## src/odc_pkg.sv

```systemverilog
// Package of constants and types for the octal driver serial control block
package odc_pkg;
    localparam int          CHANNELS         = 8;
    localparam int          CLOCK_HZ         = 25_000_000;
    localparam int          BLANK_US         = 160;
    localparam int          BLANK_CYCLES     = BLANK_US * (CLOCK_HZ / 1_000_000);
    localparam int          CNT_W            = 12;
    localparam int          FIFO_DEPTH       = 16;
    localparam logic [7:0]  SHIFT_RESET      = 8'h00;
    localparam logic [7:0]  LATCH_RESET      = 8'h00;
    localparam logic [11:0] CNT_ZERO         = 12'h000;
    localparam logic [11:0] CNT_LOAD         = 12'(BLANK_CYCLES - 1);

    // Synchronised link pins
    typedef struct packed {
        logic cs_n;
        logic sclk;
        logic si;
    } odc_link_t;

    localparam odc_link_t   LINK_IDLE        = '{cs_n: 1'b1, sclk: 1'b0,
                                                 si: 1'b0};
endpackage

```

## src/odc_fifo.sv

```systemverilog
// Frame FIFO between the serial shifter and the parallel latch
`timescale 1ns/1ps
module odc_fifo #(
    parameter int WIDTH = 8,
    parameter int DEPTH = 16
) (
    input  wire logic             clock,
    input  wire logic             sys_rst,
    input  wire logic [WIDTH-1:0] in_data,
    input  wire logic             in_valid,
    output logic                  in_ready,
    output logic      [WIDTH-1:0] out_data,
    output logic                  out_valid,
    input  wire logic             out_ready
);
    localparam int AW = $clog2(DEPTH);

    logic [WIDTH-1:0] mem [DEPTH];
    logic [AW:0]      wr_ptr;
    logic [AW:0]      rd_ptr;
    logic             push;
    logic             pop;

    // Full when pointers differ only in the wrap bit
    assign in_ready  = !((wr_ptr[AW] != rd_ptr[AW]) &&
                         (wr_ptr[AW-1:0] == rd_ptr[AW-1:0]));
    assign out_valid = (wr_ptr != rd_ptr);
    assign push      = in_valid && in_ready;
    assign pop       = out_valid && out_ready;
    assign out_data  = mem[rd_ptr[AW-1:0]];

    // Storage array, no reset needed
    always_ff @(posedge clock) begin
        if (push) begin
            mem[wr_ptr[AW-1:0]] <= in_data;
        end
    end

    // Pointers
    always_ff @(posedge clock) begin
        if (sys_rst) begin
            wr_ptr <= '0;
            rd_ptr <= '0;
        end else begin
            if (push) begin
                wr_ptr <= wr_ptr + 1'b1;
            end
            if (pop) begin
                rd_ptr <= rd_ptr + 1'b1;
            end
        end
    end
endmodule

```

## src/odc_serial_ctrl.sv

```systemverilog
// Serial control, latch and fault blanking of the octal low-side driver
`timescale 1ns/1ps
module odc_serial_ctrl
    import odc_pkg::*;
(
    input  wire logic                clock,
    input  wire logic                sys_rst,
    input  wire logic                reset_n,
    input  wire logic                cs_n,
    input  wire logic                sclk,
    input  wire logic                si,
    output logic                     so_out,
    output logic                     so_oe,
    input  wire logic [CHANNELS-1:0] out_high,
    output logic      [CHANNELS-1:0] out_on,
    output logic                     blanking,
    input  wire logic                latch_hold,
    output logic                     frame_ready
);
    odc_link_t             link_s1;
    odc_link_t             link_s2;
    odc_link_t             link_s3;
    logic [CHANNELS-1:0]   high_s1;
    logic [CHANNELS-1:0]   high_s;
    logic [CHANNELS-1:0]   shift;
    logic [CHANNELS-1:0]   latch;
    logic [CNT_W-1:0]      count;
    logic                  sel;
    logic                  cs_fall;
    logic                  cs_rise;
    logic                  sck_rise;
    logic                  sck_fall;
    logic [CHANNELS-1:0]   fifo_data;
    logic                  fifo_valid;
    logic                  load;
    logic [1:0]            rst_sync;
    logic                  dev_rst_n;

    ////////////////////////////////////////////////////////////////////////
    // Reset pin: clears at once but lets go only on a clock edge, two
    // stages later, so no flip-flop leaves reset in the middle of a cycle
    always_ff @(posedge clock or negedge reset_n) begin
        if (!reset_n) begin
            rst_sync <= '0;
        end else begin
            rst_sync <= {rst_sync[0], 1'h1};
        end
    end

    assign dev_rst_n = rst_sync[1];

    ////////////////////////////////////////////////////////////////////////
    // Pin synchronisers; stage one feeds stage two only
    always_ff @(posedge clock) begin
        if (sys_rst) begin
            link_s1 <= LINK_IDLE;
            link_s2 <= LINK_IDLE;
            link_s3 <= LINK_IDLE;
            high_s1 <= '0;
            high_s  <= '0;
        end else begin
            link_s1 <= '{cs_n: cs_n, sclk: sclk, si: si};
            link_s2 <= link_s1;
            link_s3 <= link_s2;
            high_s1 <= out_high;
            high_s  <= high_s1;
        end
    end

    // Edge finders work on the settled stages only
    assign sel      = !link_s2.cs_n;
    assign cs_fall  = link_s3.cs_n && !link_s2.cs_n;
    assign cs_rise  = !link_s3.cs_n && link_s2.cs_n;
    assign sck_rise = sel && !link_s3.sclk && link_s2.sclk;
    assign sck_fall = sel && link_s3.sclk && !link_s2.sclk;

    ////////////////////////////////////////////////////////////////////////
    // Shift register: jam diagnostics on select fall, shift on clock fall.
    // A clock edge coinciding with select fall is dropped, as the host is
    // expected to hold the clock low there.
    always_ff @(posedge clock or negedge dev_rst_n) begin
        if (!dev_rst_n) begin
            shift <= SHIFT_RESET;
        end else if (sys_rst) begin
            shift <= SHIFT_RESET;
        end else if (cs_fall) begin
            shift <= high_s;
        end else if (sck_fall) begin
            shift <= {shift[CHANNELS-2:0], link_s2.si};
        end
    end

    // Serial out follows the MSB after each clock rise while selected
    always_ff @(posedge clock or negedge dev_rst_n) begin
        if (!dev_rst_n) begin
            so_out <= 1'b0;
        end else if (sys_rst) begin
            so_out <= 1'b0;
        end else if (sck_rise) begin
            so_out <= shift[CHANNELS-1];
        end
    end

    // Drive serial out only while selected
    assign so_oe = sel;

    ////////////////////////////////////////////////////////////////////////
    // Frames queue here, up to 16, so a slow latch consumer loses a frame only when the queue is full
    odc_fifo #(
        .WIDTH (CHANNELS),
        .DEPTH (FIFO_DEPTH)
    ) i_odc_fifo (
        .clock     (clock),
        .sys_rst   (sys_rst),
        .in_data   (shift),
        .in_valid  (cs_rise),
        .in_ready  (frame_ready),
        .out_data  (fifo_data),
        .out_valid (fifo_valid),
        .out_ready (!latch_hold)
    );

    assign load = fifo_valid && !latch_hold;

    ////////////////////////////////////////////////////////////////////////
    // Parallel latch holds ON state; a zero command bit means ON.
    // Fault clearing runs every cycle while the timer is idle, so an
    // output that is shorted again in a later frame drops out again.
    always_ff @(posedge clock or negedge dev_rst_n) begin
        if (!dev_rst_n) begin
            latch <= LATCH_RESET;
        end else if (sys_rst) begin
            latch <= LATCH_RESET;
        end else if (load) begin
            latch <= ~fifo_data;
        end else if (!blanking) begin
            latch <= latch & ~high_s;
        end
    end

    assign out_on = latch;

    // Blanking timer restarts with every frame loaded into the latch
    always_ff @(posedge clock or negedge dev_rst_n) begin
        if (!dev_rst_n) begin
            count    <= CNT_ZERO;
            blanking <= 1'b0;
        end else if (sys_rst) begin
            count    <= CNT_ZERO;
            blanking <= 1'b0;
        end else if (load) begin
            count    <= CNT_LOAD;
            blanking <= 1'b1;
        end else if (count != CNT_ZERO) begin
            count    <= count - 1'b1;
        end else begin
            blanking <= 1'b0;
        end
    end
endmodule

```

## config.mk

```make
export PLATFORM = sky130hd
export DESIGN_NAME = odc_serial_ctrl
export DESIGN_NICKNAME = d
export VERILOG_FILES = /design/src/odc_pkg.sv /design/src/odc_fifo.sv /design/src/odc_serial_ctrl.sv
export SDC_FILE = /design/constraint.sdc
export NUM_CORES = 1
export LEC_CHECK = 0
export BUFFER_PORTS_ARGS = -buffer_cell sky130_fd_sc_hd__buf_2
export CAP_MARGIN = 0
export CORE_ASPECT_RATIO = 1.4
export CORE_MARGIN = 2
export CORE_UTILIZATION = 40
export DETAILED_ROUTE_END_ITERATION = 10
export GPL_TIMING_DRIVEN = 0
export SLEW_MARGIN = 20
export SYNTH_ARGS = -nofsm -noshare
export SYNTH_HDL_FRONTEND = slang
export SYNTH_SLANG_ARGS = --single-unit
```

## constraint.sdc

```tcl
create_clock -name clock -period 2.2 [get_ports clock]
set_input_delay 0.66 -clock clock [delete_from_list [all_inputs] [get_ports clock]]
set_output_delay 0.66 -clock clock [all_outputs]
set_load 0.005 [all_outputs]
```

==> flow_results.org <==
** Setup path
- FF-to-FF End :: blanking$_DFFE_PN0P_
- In this run the worst setup path begins at i_odc_fifo.rd_ptr[1]$_SDFFE_PP0P_.
- For the worst flop-to-flop path, the logic depth is 5.
- The critical path in this run is classified as flop to output port.
- CP Data Required Time :: 1540 ps
- Sort of element at the end of the critical path :: output port
- Crit path arrival time :: roughly 1600 ps
- End point of the critical path :: frame_ready
- Register-to-Register Setup Slack :: 80 ps
- In this run the worst path has a maximum fanout of 5.
- STA classifies the critical path startpoint as a flop.
- Source of the worst register-to-register timing path :: count[6]$_DFFE_PN0P_

** STA
- Based on the critical path, the design can be clocked at up to between 400 and 500 MHz.
- Final hold vios :: 0
- Worst Tran Pin Value :: slightly above 700 ps
- Final setup violating endpoints :: 1
- Post-layout worst setup margin :: -64.23 ps
- RSZ-0062 raised after global routing :: yes
- Final cycle utilization of the critical path :: 1.029
- Count of final max-slew check failures :: 0
- Worst-case clock skew :: 10.80 ps
- In this run the tightest slew margin relative to its limit is 0.5187.
- The routed design could run at a clock period as short as around 2300 ps.
- Fin Setup TNS :: -64.23 ps

** Detailed routing
- Post-detailed-route via-to-cell ratio :: 5.227
- Number of nets with antenna violations after detailed routing :: 0
- DRC errors left :: 0
- The first TritonRoute pass finished after 5 iterations.
- The routed layout has about 4300 vias.
- After the first detailed-routing iteration, the DRC count stood at around 200.
- In the final routed layout, each cell accounts on average for between 15 and 20 um.
- After detailed routing, the total wire length is 15660 um.

** Die
- Measured along the y axis, the die boundary spans 168.7 um.
- For this configuration, the core starts out at a cell density of 0.4048.
- The floorplan step defined a die boundary enclosing 20520 sq um.
- Pin placement for this block handled 27 I/O pins.
- In this run the horizontal extent of the chip is 121.6 um.
- Number of rows in the core area :: 60
- After floorplanning, the core was sized to cover approximately 19000 sq um.

** Clocking
- Clock-pin slew was measured on the worst setup and hold paths at 80 ps.
- Cell at the root of the clock tree :: sky130_fd_sc_hd__clkbuf_16
- Clock insertion delay at the later pin of the skew report :: 420 ps
- In this run, CTS created clock tree buffers numbering 17.
- Maximum level of the CTS H-tree :: 4
- Counting along the longest clock path gives a buffer depth of 2.
- Clock Sink Count :: between 150 and 200
- Clock tree from TritonCTS :: yes

** Cells and area
- After filler insertion, the fill cell instance count of the layout stands at 1627.
- Final cell count without fillers :: 821
- The number of antenna diodes in the final layout is 0.
- After routing the design area is 9284 sq um.
- Count of nets after finishing :: ~580
- Share of final-layout standard cells stronger than drive strength 1 :: 0.2862
- Post-synthesis to final-layout area growth :: 19.79%

** Pwr
- For this design the ratio of total power to cell area is between 900 and 1000 nW/um^2.
- The worst-case IR drop observed on VDD is just under 0.6 mV.
- For this design the static power due to leakage is 0.003213 uW.

** GRT
- The via count of the first global-routing pass was 4433.
- The first global-routing pass estimated 24900 um of wire.
- The initial antenna violation count was 0.
- Remaining Overflow, GRT :: 0
- All-layer global routing usage :: 0.1628
- Entering global routing, the biggest net connects 31 pins.

** Synth
- In this run, synthesis produced a sequential element count of between 150 and 200.
- The most common cell in the synthesized netlist is sky130_fd_sc_hd__edfxtp_1.
- Yosys Warn Count :: 0
- Most used flip-flop cell after synthesis :: sky130_fd_sc_hd__edfxtp_1
- Mean Syn Cell Area :: roughly 15 sq um
- Counting every net in the synthesized netlist gives 522.
- Number of enable-type register cells in the synthesized netlist :: 128
- Of the synthesized area, sequential elements account for 0.6974.
- sky130_fd_sc_hd__edfxtp_1 takes more of the synthesized area than any other cell.
- Asr flop ratio synth :: 0.1616
- Number of distinct standard cells referenced by the synthesized netlist :: 41
- Synthesized instance count :: 500
- After synthesis, the cell types taking the most area are sky130_fd_sc_hd__edfxtp_1 50%, sky130_fd_sc_hd__dfrtp_1 10%, sky130_fd_sc_hd__dfxtp_1 9.8%, sky130_fd_sc_hd__mux4_2 9.3%, sky130_fd_sc_hd__nor2b_1 1.9%.
- Post-Syn Area :: roughly 7700 sq um
- Top cell types by occurrence after synthesis :: 128 x sky130_fd_sc_hd__edfxtp_1, 38 x sky130_fd_sc_hd__dfxtp_1, 33 x sky130_fd_sc_hd__nor2_1
- Area share of the largest cell type after synthesis :: 0.4960

** Place
- Detailed placement ended at an HPWL of 11110 um.
- Summing all placed instances gives a cell area of 8222 sq um.
- Gpl congestion :: 0.8189
- Placed Cells :: 775
- In this run the tool buffered the top-level ports with 26 buffer cells.
- Prior to clock tree synthesis, the placed netlist has a worst setup slack of -805.1 ps.

** Run status
- The final reports fail on negative setup slack.
- The run finished, with violations left.

** Min path
- HP Class :: flop to asynchronous set/reset pin

** Job
- Across the run, the number of max-cap violations was 0.
[through the flow]
stage / hold WS [ps] / total power, uW / utilization
2_1_floorplan: 331.2 / 5001 / -
3_3_place_gp: 342.8 / 5183 / 0.4281
3_5_place_dp: 336.2 / 5234 / 0.4295
4_1_cts: 351.1 / 8605 / 0.4800
5_1_grt: 379.0 / 8946 / 0.4850
6_report: 320.0 / 8599 / 0.4850
[worst min path at each step]
stage                          start                     to  slack [ps]  cells past startpoint
4_1_cts        rst_sync[1]$_DFF_PN0_  out_on[1]$_DFFE_PN0P_         350                      0
2_1_floorplan  rst_sync[0]$_DFF_PN0_  rst_sync[1]$_DFF_PN0_         330                      0
5_1_grt        rst_sync[1]$_DFF_PN0_  out_on[0]$_DFFE_PN0P_         380                      0
6_report       rst_sync[1]$_DFF_PN0_  out_on[0]$_DFFE_PN0P_         320                      0
3_5_place_dp   rst_sync[0]$_DFF_PN0_  rst_sync[1]$_DFF_PN0_         340                      0
3_3_place_gp   rst_sync[0]$_DFF_PN0_  rst_sync[1]$_DFF_PN0_         340                      0
[cell type report]
class | instances | area, sq um | area share
multi-input combinational | 270 | 2441 | 0.2629
inverter | 8 | 30.03 | 0.003235
tap | 248 | 310.3 | 0.03342
sequential | 198 | 5415 | 0.5833
clock buffer | 17 | 425.4 | 0.04582
buffer | 23 | 122.6 | 0.01321
clock inverter | 15 | 224.0 | 0.02412
timing repair buffer | 42 | 315.3 | 0.03396
[flip-flops by register name (all words and copies together) (netlist names), named ones only]
name               cells
i_odc_fifo.rd_ptr      5
link_s1                3
high_s                 8
i_odc_fifo.mem       128
blanking               1
i_odc_fifo.wr_ptr      5
shift                  8
link_s2                3
link_s3                2
high_s1                8
rst_sync               2
so_out                 1
out_on                 8
count                 12
[routing by layer]
layer,track usage,wire length [um],vias to the layer above
li1,-,-,2000
met1,0.1897,6104,2176
met2,0.2924,8519,97
met3,0.02830,533,18
met4,0.07046,506,0
met5,0,0,-
[worst max-delay path, cell delays in order (launching register included)]
cell and delay, ps:
sky130_fd_sc_hd__dfxtp_1 350, sky130_fd_sc_hd__xor2_1 180, sky130_fd_sc_hd__nor4_4 400, sky130_fd_sc_hd__nand2_1 100, sky130_fd_sc_hd__buf_2 150
[report_power, final]
part,switching [uW],internal (uW),leakage (uW)
Sequential,167,4070,0.00191
Combinational,508,506,0.000986
Clock,1480,1870,0.000316
[cells by family (layout without fill, tap and decap cells)]
logic type,count (synthesis),count (layout),synth area share
compound gates,57,57,0.04633
simple gates,142,142,0.09622
flops,198,198,0.6974
fa+ha+maj,7,7,0.01130
other cells,1,1,0.0004839
buf+inv,32,105,0.01647
xor+xnor,18,18,0.02034
mux,45,45,0.1114
[timing repair]
action	CTS	global route
pin swaps	7	2
setup endpoints to repair	135	131
hold buffers	1	0
setup buffers	10	4
resized for setup	50	13
endpoints found under the hold margin	2	0
[layout by cell type, fill, tap and decap left out, drive strengths merged, types with 10 or more instances in the layout]
cell,Yosys,final
a21oi,26,26
dfxtp,38,38
a22oi,16,16
dfrtp,32,32
buf,10,50
nor2b,24,24
nand2,27,27
nand3,19,19
inv,8,17
edfxtp,128,128
clkbuf,14,31
mux4,32,32
xnor2,12,12
nor2,33,33
mux2,10,10
nand2b,12,12
No activity file was read; power rests on OpenSTA's default activity.
